File: config.mk
export PLATFORM = sky130hd
export DESIGN_NAME = bmr_regs
export DESIGN_NICKNAME = d
export VERILOG_FILES = /design/src/rtl/bmr_pkg.sv /design/src/rtl/bmr_regs.sv
export SDC_FILE = /design/constraint.sdc
export NUM_CORES = 1
export LEC_CHECK = 0
export ABC_AREA = 1
export BUFFER_PORTS_ARGS = -buffer_cell sky130_fd_sc_hd__buf_2
export CORE_MARGIN = 2
export CORE_UTILIZATION = 56
export DETAILED_ROUTE_END_ITERATION = 16
export PLACE_DENSITY = 0.8
export SYNTH_ARGS = -nofsm -noshare
export SYNTH_HDL_FRONTEND = slang
export SYNTH_SLANG_ARGS = --single-unit
File: constraint.sdc
create_clock -name clk_sys -period 2.25 [get_ports clk_sys]
set_input_delay 0.45 -clock clk_sys [delete_from_list [all_inputs] [get_ports clk_sys]]
set_output_delay 0.45 -clock clk_sys [all_outputs]
set_load 0.005 [all_outputs]
File: src/rtl/bmr_pkg.sv
// package: register map, field positions and timing constants of the monitor registers
package bmr_pkg;

	// ----------------------------------------------------------------
	// register offsets
	// ----------------------------------------------------------------
	localparam logic [7:0] ADDR_FAULT_STATUS = 8'h00;
	localparam logic [7:0] ADDR_BAL_1_5      = 8'h01;
	localparam logic [7:0] ADDR_BAL_6_10     = 8'h02;
	localparam logic [7:0] ADDR_BAL_11_15    = 8'h03;
	localparam logic [7:0] ADDR_SYS_CTRL_1   = 8'h04;
	localparam logic [7:0] ADDR_SYS_CTRL_2   = 8'h05;
	localparam logic [7:0] ADDR_SC_PROTECT   = 8'h06;

	// ----------------------------------------------------------------
	// field positions and masks
	// ----------------------------------------------------------------
	localparam int ST_RESULT_FRESH = 7;
	localparam int ST_INTERNAL     = 5;
	localparam int ST_ALERT_PULLUP = 4;
	localparam int ST_UNDERVOLT    = 3;
	localparam int ST_OVERVOLT     = 2;
	localparam int ST_SHORT        = 1;
	localparam int ST_OVERCURRENT  = 0;
	localparam logic [7:0] STATUS_MASK  = 8'hBF;
	localparam logic [7:0] BAL_MASK     = 8'h1F;
	localparam int C1_LOAD_PRESENT = 7;
	localparam int C1_CONV_EN      = 4;
	localparam int C1_TEMP_SEL     = 3;
	localparam logic [7:0] CTRL1_MASK   = 8'h1F;
	localparam int C2_DELAY_BYPASS = 7;
	localparam int C2_CONTINUOUS   = 6;
	localparam int C2_SINGLE       = 5;
	localparam int C2_DISCHARGE_GATE_ON       = 1;
	localparam int C2_CHARGE_GATE_ON       = 0;
	localparam logic [7:0] PROT_MASK    = 8'hBF;
	localparam int PR_RANGE        = 7;
	localparam logic [7:0] RESET_VALUE  = 8'h00;

	// shutdown sequence codes in bits 1-0 (a, b)
	localparam logic [1:0] SHUT_IDLE  = 2'b00;
	localparam logic [1:0] SHUT_STEP1 = 2'b01;
	localparam logic [1:0] SHUT_STEP2 = 2'b10;

	// ----------------------------------------------------------------
	// timing
	// ----------------------------------------------------------------
	localparam int  CLK_HZ           = 25_000_000;
	localparam int  READING_MS       = 250;
	localparam int  READING_CYCLES   = CLK_HZ / 1000 * READING_MS;
	localparam int  SC_DELAY_US [4]  = '{70, 100, 200, 400};
	localparam int  SC_THR_LOW_MV [8] = '{22, 33, 44, 56, 67, 78, 89, 100};
	localparam int  SC_THR_HIGH_MV [8] = '{44, 67, 89, 111, 133, 155, 178, 200};

	// register read and write request from the serial transport
	typedef struct packed {
		logic       wr;
		logic       rd;
		logic [7:0] addr;
		logic [7:0] wdata;
	} bmr_req_type;

	// raw fault and event inputs from the analog front end
	typedef struct packed {
		logic result_done;
		logic internal_fault;
		logic undervolt;
		logic overvolt;
		logic short_circuit;
		logic overcurrent;
	} bmr_event_type;

	typedef enum logic [1:0] {
		SHS_IDLE  = 2'b00,
		SHS_ARMED = 2'b01,
		SHS_FIRED = 2'b11
	} bmr_shut_type;

	typedef enum logic [1:0] {
		CC_OFF    = 2'b00,
		CC_SINGLE = 2'b01,
		CC_CONT   = 2'b11
	} bmr_cc_type;

endpackage

File: src/rtl/bmr_regs.sv
// register bank: status flags, balancing, system control and short-circuit protection
`timescale 1ns/1ps
`default_nettype none

module bmr_regs
	import bmr_pkg::*;
#(
	parameter int READING_LEN = READING_CYCLES
) (
	// clock and reset
	input  wire logic          clk_sys,
	input  wire logic          rst_n,
	// register access from the serial transport
	input  wire bmr_req_type   req,
	output logic [7:0]         rdata_ff,
	// front-end events and pins
	input  wire bmr_event_type events,
	input  wire logic          alert_pin_in,
	input  wire logic          alert_drive_high,
	input  wire logic          load_sense_level,
	// controls out to the analog front end
	output logic [14:0]        cell_balance_enable,
	output logic               conv_enable,
	output logic               overvolt_prot_enable,
	output logic               temp_source_thermistor,
	output logic               shutdown_request,
	output logic               protection_delay_bypass,
	output logic               counter_running,
	output logic               discharge_gate_pin,
	output logic               charge_gate_pin,
	output logic               current_range_select,
	output logic [15:0]        sc_delay_us,
	output logic [15:0]        sc_threshold_mv
);

	initial begin
		if (READING_LEN < 2)
			$error("bmr_regs: READING_LEN must be at least 2");
	end

	// ----------------------------------------------------------------
	// pin synchronisers
	// ----------------------------------------------------------------
	logic [2:0] alert_sync_ff;
	logic [2:0] load_sync_ff;
	logic       alert_level_ff;
	logic       load_level_ff;

	// three stages; a change counts once stages two and three agree
	always_ff @(posedge clk_sys or negedge rst_n) begin
		if (!rst_n) begin
			alert_sync_ff <= 3'b000;
			load_sync_ff  <= 3'b000;
		end else begin
			alert_sync_ff <= {alert_sync_ff[1:0], alert_pin_in};
			load_sync_ff  <= {load_sync_ff[1:0], load_sense_level};
		end
	end

	always_ff @(posedge clk_sys or negedge rst_n) begin
		if (!rst_n) begin
			alert_level_ff <= 1'b0;
			load_level_ff  <= 1'b0;
		end else begin
			if (alert_sync_ff[1] == alert_sync_ff[2])
				alert_level_ff <= alert_sync_ff[2];
			if (load_sync_ff[1] == load_sync_ff[2])
				load_level_ff <= load_sync_ff[2];
		end
	end

	// ----------------------------------------------------------------
	// write decode
	// ----------------------------------------------------------------
	function automatic logic hit(input bmr_req_type r, input logic [7:0] a);
		hit = r.wr && (r.addr == a);
	endfunction

	logic wr_status;
	logic wr_bal1;
	logic wr_bal2;
	logic wr_bal3;
	logic wr_ctrl1;
	logic wr_ctrl2;
	logic wr_prot;

	assign wr_status = hit(req, ADDR_FAULT_STATUS);
	assign wr_bal1   = hit(req, ADDR_BAL_1_5);
	assign wr_bal2   = hit(req, ADDR_BAL_6_10);
	assign wr_bal3   = hit(req, ADDR_BAL_11_15);
	assign wr_ctrl1  = hit(req, ADDR_SYS_CTRL_1);
	assign wr_ctrl2  = hit(req, ADDR_SYS_CTRL_2);
	assign wr_prot   = hit(req, ADDR_SC_PROTECT);

	// ----------------------------------------------------------------
	// status flags
	// ----------------------------------------------------------------
	logic [7:0] status_ff;
	logic [7:0] nxt_status;
	logic [7:0] set_vec;
	logic       reading_done;
	logic       pullup_seen;

	// external pull-up counts only while we are not driving high
	assign pullup_seen = alert_level_ff && !alert_drive_high;

	always_comb begin
		set_vec = 8'h00;
		set_vec[ST_RESULT_FRESH] = reading_done;
		set_vec[ST_INTERNAL]     = events.internal_fault;
		set_vec[ST_ALERT_PULLUP] = pullup_seen;
		set_vec[ST_UNDERVOLT]    = events.undervolt;
		set_vec[ST_OVERVOLT]     = events.overvolt;
		set_vec[ST_SHORT]        = events.short_circuit;
		set_vec[ST_OVERCURRENT]  = events.overcurrent;
		nxt_status = status_ff;
		// ones clear, zeros keep; a same-cycle event wins
		if (wr_status)
			nxt_status = status_ff & ~req.wdata;
		nxt_status = (nxt_status | set_vec) & STATUS_MASK;
	end

	always_ff @(posedge clk_sys or negedge rst_n) begin
		if (!rst_n)
			status_ff <= RESET_VALUE;
		else
			status_ff <= nxt_status;
	end

	// ----------------------------------------------------------------
	// balancing and control registers
	// ----------------------------------------------------------------
	logic [7:0] bal1_ff;
	logic [7:0] bal2_ff;
	logic [7:0] bal3_ff;
	logic [7:0] ctrl1_ff;
	logic [7:0] ctrl2_ff;
	logic [7:0] prot_ff;
	logic       clear_single;

	always_ff @(posedge clk_sys or negedge rst_n) begin
		if (!rst_n) begin
			bal1_ff <= RESET_VALUE;
			bal2_ff <= RESET_VALUE;
			bal3_ff <= RESET_VALUE;
			prot_ff <= RESET_VALUE;
		end else begin
			if (wr_bal1)
				bal1_ff <= req.wdata & BAL_MASK;
			if (wr_bal2)
				bal2_ff <= req.wdata & BAL_MASK;
			if (wr_bal3)
				bal3_ff <= req.wdata & BAL_MASK;
			if (wr_prot)
				prot_ff <= req.wdata & PROT_MASK;
		end
	end

	// control one: bit 7 is live and never stored
	always_ff @(posedge clk_sys or negedge rst_n) begin
		if (!rst_n)
			ctrl1_ff <= RESET_VALUE;
		else if (wr_ctrl1)
			ctrl1_ff <= req.wdata & CTRL1_MASK;
	end

	// control two; hardware clearing of the single bit beats a host write
	always_ff @(posedge clk_sys or negedge rst_n) begin
		if (!rst_n)
			ctrl2_ff <= RESET_VALUE;
		else begin
			if (wr_ctrl2)
				ctrl2_ff <= req.wdata;
			if (clear_single)
				ctrl2_ff[C2_SINGLE] <= 1'b0;
		end
	end

	// ----------------------------------------------------------------
	// shutdown sequence
	// ----------------------------------------------------------------
	bmr_shut_type shut_ff;

	// any write that breaks 00 -> 01 -> 10 drops back to idle
	always_ff @(posedge clk_sys or negedge rst_n) begin
		if (!rst_n)
			shut_ff <= SHS_IDLE;
		else if (wr_ctrl1) begin
			unique case (shut_ff)
			SHS_IDLE: begin
				if (ctrl1_ff[1:0] == SHUT_IDLE && req.wdata[1:0] == SHUT_STEP1)
					shut_ff <= SHS_ARMED;
			end
			SHS_ARMED: begin
				if (req.wdata[1:0] == SHUT_STEP2)
					shut_ff <= SHS_FIRED;
				else
					shut_ff <= SHS_IDLE;
			end
			SHS_FIRED: begin
				shut_ff <= SHS_FIRED;
			end
			default: begin
				shut_ff <= SHS_IDLE;
			end
			endcase
		end
	end

	assign shutdown_request = (shut_ff == SHS_FIRED);

	// ----------------------------------------------------------------
	// coulomb counter sequencing
	// ----------------------------------------------------------------
	bmr_cc_type  cc_ff;
	logic [31:0] cc_count_ff;
	logic        window_end;

	assign window_end   = (cc_count_ff == 32'(READING_LEN - 1));
	// continuous results come from the converter, single ones from our timer
	assign reading_done = (cc_ff == CC_CONT) ? events.result_done
		: (cc_ff == CC_SINGLE && window_end);
	assign clear_single = (cc_ff == CC_SINGLE) && window_end;

	always_ff @(posedge clk_sys or negedge rst_n) begin
		if (!rst_n) begin
			cc_ff       <= CC_OFF;
			cc_count_ff <= 32'h0000_0000;
		end else begin
			unique case (cc_ff)
			CC_OFF: begin
				cc_count_ff <= 32'h0000_0000;
				if (ctrl2_ff[C2_CONTINUOUS])
					cc_ff <= CC_CONT;
				else if (ctrl2_ff[C2_SINGLE])
					cc_ff <= CC_SINGLE;
			end
			CC_SINGLE: begin
				cc_count_ff <= cc_count_ff + 32'h0000_0001;
				if (ctrl2_ff[C2_CONTINUOUS])
					cc_ff <= CC_CONT;
				else if (window_end)
					cc_ff <= CC_OFF;
			end
			CC_CONT: begin
				cc_count_ff <= 32'h0000_0000;
				if (!ctrl2_ff[C2_CONTINUOUS])
					cc_ff <= CC_OFF;
			end
			default: begin
				cc_ff <= CC_OFF;
			end
			endcase
		end
	end

	assign counter_running = (cc_ff != CC_OFF);

	// ----------------------------------------------------------------
	// outputs to the front end
	// ----------------------------------------------------------------
	logic load_present;

	// reads zero whenever the charge driver is on
	assign load_present = load_level_ff && !ctrl2_ff[C2_CHARGE_GATE_ON];

	assign cell_balance_enable = {bal3_ff[4:0], bal2_ff[4:0], bal1_ff[4:0]};
	assign conv_enable             = ctrl1_ff[C1_CONV_EN];
	assign overvolt_prot_enable    = ctrl1_ff[C1_CONV_EN];
	assign temp_source_thermistor  = ctrl1_ff[C1_TEMP_SEL];
	assign protection_delay_bypass = ctrl2_ff[C2_DELAY_BYPASS];
	assign discharge_gate_pin      = ctrl2_ff[C2_DISCHARGE_GATE_ON];
	assign charge_gate_pin         = ctrl2_ff[C2_CHARGE_GATE_ON];
	assign current_range_select    = prot_ff[PR_RANGE];

	// protection settings decoded into physical units for the comparators
	always_comb begin
		sc_delay_us = 16'(SC_DELAY_US[prot_ff[4:3]]);
		if (prot_ff[PR_RANGE])
			sc_threshold_mv = 16'(SC_THR_HIGH_MV[prot_ff[2:0]]);
		else
			sc_threshold_mv = 16'(SC_THR_LOW_MV[prot_ff[2:0]]);
	end

	// ----------------------------------------------------------------
	// read mux, registered; unmapped offsets read zero
	// ----------------------------------------------------------------
	always_ff @(posedge clk_sys or negedge rst_n) begin
		if (!rst_n)
			rdata_ff <= 8'h00;
		else if (req.rd) begin
			unique case (req.addr)
			ADDR_FAULT_STATUS: rdata_ff <= status_ff;
			ADDR_BAL_1_5:      rdata_ff <= bal1_ff;
			ADDR_BAL_6_10:     rdata_ff <= bal2_ff;
			ADDR_BAL_11_15:    rdata_ff <= bal3_ff;
			ADDR_SYS_CTRL_1:   rdata_ff <= {load_present, ctrl1_ff[6:0]};
			ADDR_SYS_CTRL_2:   rdata_ff <= ctrl2_ff;
			ADDR_SC_PROTECT:   rdata_ff <= prot_ff;
			default:           rdata_ff <= 8'h00;
			endcase
		end
	end
endmodule

`default_nettype wire

## Yosys cells after proc, flatten, opt, wreduce, memory -nomap -nowiden

Memories as Yosys holds them, arrays and structs flattened.
Index checks and enable logic that the tools add are counted.

- Register bits: 94
- Latch bits: 0
- Bits in writable memories: 0
- Bits in read-only memories: 512
- Input port bits: 29
- Memories kept: 2

Memories:

| name | words | width | read ports | clocked after memory_dff | write ports | RTL line | text |
|---|---|---|---|---|---|---|---|
| (no name shown) | 8 | 32 | 1 | 0 | 0 | bmr_regs.sv:282 | `sc_threshold_mv = 16'(SC_THR_LOW_MV[prot_ff[2:0]]);` |
| (no name shown) | 8 | 32 | 1 | 0 | 0 | bmr_regs.sv:280 | `sc_threshold_mv = 16'(SC_THR_HIGH_MV[prot_ff[2:0]]);` |

- $add $sub $neg: 1
- $mul: 0
- Divide/modulo/power cells: 0
- Order comparisons: 2
- Equality and inequality tests: 19
- Shift-type cells: 0
- Mux-type cells: 23
- Bitwise gates (word level): 5
- Reduce and logical (&&, ||, !) cells: 23

Operators by type and width:

| kind | number |
|---|---|
| 16-bit two-way mux | 7 |
| 32-bit binary-select mux with 2-bit select | 1 |
| 32-bit one-hot mux with 2 select lines | 1 |
| 8-bit one-hot mux with 7 select lines | 1 |
| 32-bit by 1-bit adder with 32-bit output (second input constant) | 1 |
| 32-bit by 23-bit equality test with 1-bit output (second input constant) | 1 |
| 8-bit by 3-bit equality test with 1-bit output (second input constant) | 3 |
| 8-bit by 2-bit equality test with 1-bit output (second input constant) | 2 |
| 2-bit two-way mux | 7 |
| 2-bit one-hot mux with 3 select lines | 2 |
| 1-bit logical AND | 11 |
| 8-bit bitwise AND | 1 |
| 8-bit by 1-bit equality test with 1-bit output (second input constant) | 1 |
| 8-bit zero test | 1 |
| 8-bit two-way mux | 1 |
| 8-bit inverter | 1 |
| 8-bit bitwise OR | 1 |
| 2-bit by 1-bit equality test with 1-bit output (second input constant) | 3 |
| 2-bit equality test (second input constant) | 3 |
| 2-bit zero test | 3 |
| 6-bit two-way mux | 1 |
| 3-bit != test (second input constant) | 2 |
| 2-bit nonzero test | 3 |
| 4-bit >= comparator (second input constant) | 1 |
| 10 further kinds | 14 |

## Longest topological paths before layout

- Depth in word-level cells: 5
- Depth in mapped cells: 11
- Depth with buffers taken out: 11

## Worst setup path before layout

No wires, ideal clock.

- Path type: register to output
- Start point: register prot_ff[0]
- End point: output port sc_threshold_mv[4]
- Arrival time: 1.213 ns
- Slack: 0.587 ns
- Cell stages (with the launch flop): 6
- Buffers on the path: 0
- Path through: dfrtp_1 -> inv_1 -> ha_1 -> nor2_1 -> a21oi_1 -> o21ai_0

- Cells in the longest elaborated chain, start to end: 5
- Elaborated cells between the ends (all ways): 8
- Those cells by class: mux (5); bitwise (1); memory (2)

Ends and longest elaborated chain:

| item | RTL line | text |
|---|---|---|
| start, declared | bmr_regs.sv:138 | `logic [7:0] prot_ff;` |
| start signal, assigned | bmr_regs.sv:155 | `prot_ff <= req.wdata & PROT_MASK;` |
| 3-bit inverter with 4-bit output (implied by the code) (*) | bmr_regs.sv:280, bmr_regs.sv:282 |  |
| memory read 8 x 32 bit, on equally long branches | - |  |
| 16-bit two-way mux, on equally long branches (2 in series) | bmr_regs.sv:282, bmr_regs.sv:280 |  |
| 16-bit two-way mux (*) | bmr_regs.sv:279 | `if (prot_ff[PR_RANGE])` |
| end, declared | bmr_regs.sv:33 | `output logic [15:0] sc_threshold_mv` |

Every way passes the cells marked *; elsewhere a longest branch is shown, timed or not. The select of a mux whose other input is x is not followed.

## Worst setup path in the final report

- Start point: register prot_ff[0]
- End point: output port sc_threshold_mv[5]

The elaborated chain is that of the path after synthesis.

==> run metrics <==
status completed; YS warnings 0; Final Instance Area 5860 um2; DRC Markers 0; Mapped Avg Cell Area 7.57 um2; full die area a little over 10,000 um2; row count 35; Routed WL 12,600 um; pin count of the biggest net entering global routing 42; Max Slew Vio Count 0; Clock Sinks 94; Total Routing Usage GR 25.9%; Netlist cell types 39; worst setup path class flip-flop to output port; crit path DAT between 1500 and 2000 ps; clock slew at reported path FFs ~100 ps; number of synthesized flops with an enable pin 0; setup TNS 0 ps; Synth Instances 686; sequential element share of the synthesized area 45.3%; initial antenna violation count 0; TritonCTS clock tree done; worst hold path type primary input to async pin; CTS Root Cell clkbuf_8; Synth Cell Area slightly above 5000 um2; die height 100 um; final hold viol count 0; Leakage Power 3.00 nW; clk_lat worst skew around 370 ps; clock tree buffer depth 2; Antenna Nets Post-Route 0; nets 806; Reg area 2350 um2; # port buffers 76; Required @ worst endpoint 1800 ps; post-layout minimum cycle time 2150 ps; vias in the first global route 4,467; asr flop ratio synth between 90% and 100%; via count 4,774; first-pass GRT wire length 20,600 um; Synth Flop Type dfrtp_1; hold buffers post-CTS 0; fin crit share 95.4%; io pins a little over 90; Max FO, Critical Path 6; Starting Density 57.0%; Ant. Diodes 0; final setup fails 0; FMAX roughly 470 MHz; unrepaired setup endpoints after global routing no; Overflow after GRT 0; nature of the critical path startpoint flip-flop; maxcap violations 0; Fillers 826; DR vias/cell between 5 and 6; placed cell areas about 5600 um2; WL per Instance 14.3 um; Fin Hold WS 11.6 ps; multi-input logic area around 2400 um2; routability cong. 0.932; clk_skew 12.0 ps; Max IR drop VDD 0.000319 V; power density over the cells between 600 and 700 nW/um2; Die X 100 um; CP endpoint kind output port; core area 9110 um2; synthesized flop and latch total 94; Initial DRT Pass Iterations 5; area grow syn2layout 12.9%; DR iter-0 viols 269; H-Tree Depth 3; cts bufs inserted 9; HPWL Detailed about 9400 um; layout cells sized above 1 approximately 18%
## per-layer routing
metal	wire length, um	share of wire [%]	track usage, %
met4	338	2.7	9.91
met3	649	5.2	4.74
met1	5330	42	32.7
met5	0	0	0
met2	6270	50	44.2
## synthesized netlist by cell type, drive strengths merged (2+ instances only)
master | number | area (um2)
nor3b | 5 | 37.5
nand3 | 57 | 305
a31oi | 5 | 31.3
nor3 | 11 | 65.1
clkbuf | 6 | 23.8
inv | 84 | 315
buf | 26 | 195
maj3 | 2 | 20.0
o21ai | 66 | 330
dfrtp | 94 | 2350
nor2 | 73 | 309
o21bai | 3 | 22.5
nand2 | 188 | 723
a22oi | 2 | 15.0
o31ai | 2 | 15.0
o211ai | 3 | 22.5
nand4 | 10 | 62.6
a21oi | 28 | 140
and2 | 2 | 15.0
ha | 11 | 138
## layout by cell type, fill, tap and decap left out, types with 3 or more instances in the layout
cell        instances
nand2_1           181
nor3b_1             5
o21bai_1            3
conb_1             16
dfrtp_1            92
nand3_1            53
nand4_1            10
o21ai_1            11
a21oi_1            28
ha_1               10
nor2_1             62
inv_2               5
clkinvlp_4          3
nand3_2             4
o211ai_1            3
buf_4              10
clkbuf_8            9
buf_2              75
nor3_1              9
nand2_2             7
a31oi_1             5
o21ai_0            55
inv_1              79
nor2_2              9
## worst max-delay path, cell delays in order, from the launching register on
cell and delay [ps]:
dfrtp_2 460, inv_1 150, ha_4 230, nor2_2 120
a21oi_1 70, mux2i_1 160, buf_2 130
## cells by family after synthesis
| group | count (synthesis) | share of synthesized area [%] |
|---|---|---|
| fa+ha+maj | 13 | 3.04 |
| compound gates | 111 | 11.4 |
| buf+inv | 117 | 10.4 |
| other cells | 1 | 0.0722 |
| flops | 94 | 45.3 |
| mux | 1 | 0.193 |
| simple gates | 349 | 29.6 |
## final timing paths
check | cells after the start | start | to | slack (ps)
max | 6 | prot_ff[0]$_DFFE_PN0P_ | sc_threshold_mv[5] | 100
min | 1 | rst_n | bal2_ff[4]$_DFFE_PN0P_ | 10
max reg2reg | 8 | cc_ff[0]$_DFFE_PN0P_ | cc_count_ff[13]$_DFFE_PN0P_ | 280
min reg2reg | 0 | alert_sync_ff[0]$_DFF_PN0_ | alert_sync_ff[1]$_DFF_PN0_ | 360
max in group asynchronous | 2 | rst_n | cc_count_ff[14]$_DFFE_PN0P_ | 1580
min in group clk_sys | 1 | alert_pin_in | alert_sync_ff[0]$_DFF_PN0_ | 180
## power by group
part / leakage [nW] / internal (mW) / switching (mW) / total [mW]
clock: 0.0940 / 0.527 / 0.643 / 1.17
combinational: 1.68 / 0.357 / 0.636 / 0.993
sequential: 1.23 / 1.77 / 0.0776 / 1.85
total: 3.00 / 2.66 / 1.36 / 4.02
## flip-flops by register name, summed over array words and instances (netlist names), 5 cells and up
signal,flops
ctrl2_ff,8
rdata_ff,8
cc_count_ff,32
ctrl1_ff,5
status_ff,7
bal1_ff,5
bal2_ff,5
bal3_ff,5
prot_ff,7
## metrics by stage
stage	util (%)	worst slack, ps	power, mW	cells
2_1_floorplan	-	587	2.51	701
5_1_grt	64.3	22.3	4.26	882
6_report	64.3	105	4.02	882
3_5_place_dp	61.6	308	2.86	863
4_1_cts	63.9	37.4	4.01	879
3_3_place_gp	61.6	366	2.81	863
## final cells by class
cell class | instances | share of cell area [%]
Inverter | 85 | 5.44
Timing Repair Buffer | 86 | 8.03
Tap cell | 111 | 2.37
Clock buffer | 9 | 2.11
Sequential cell | 94 | 40.2
Clock inverter | 7 | 1.39
Multi-Input combinational cell | 490 | 40.5
## repair_timing
item                                   in CTS  in global routing
cloned                                      0                  0
buffers inserted                            0                  3
gates resized for setup                     2                  3
endpoints found under the hold margin       0                  0
setup endpoints to repair                   3                  3
No activity file was read; power rests on OpenSTA's default activity.
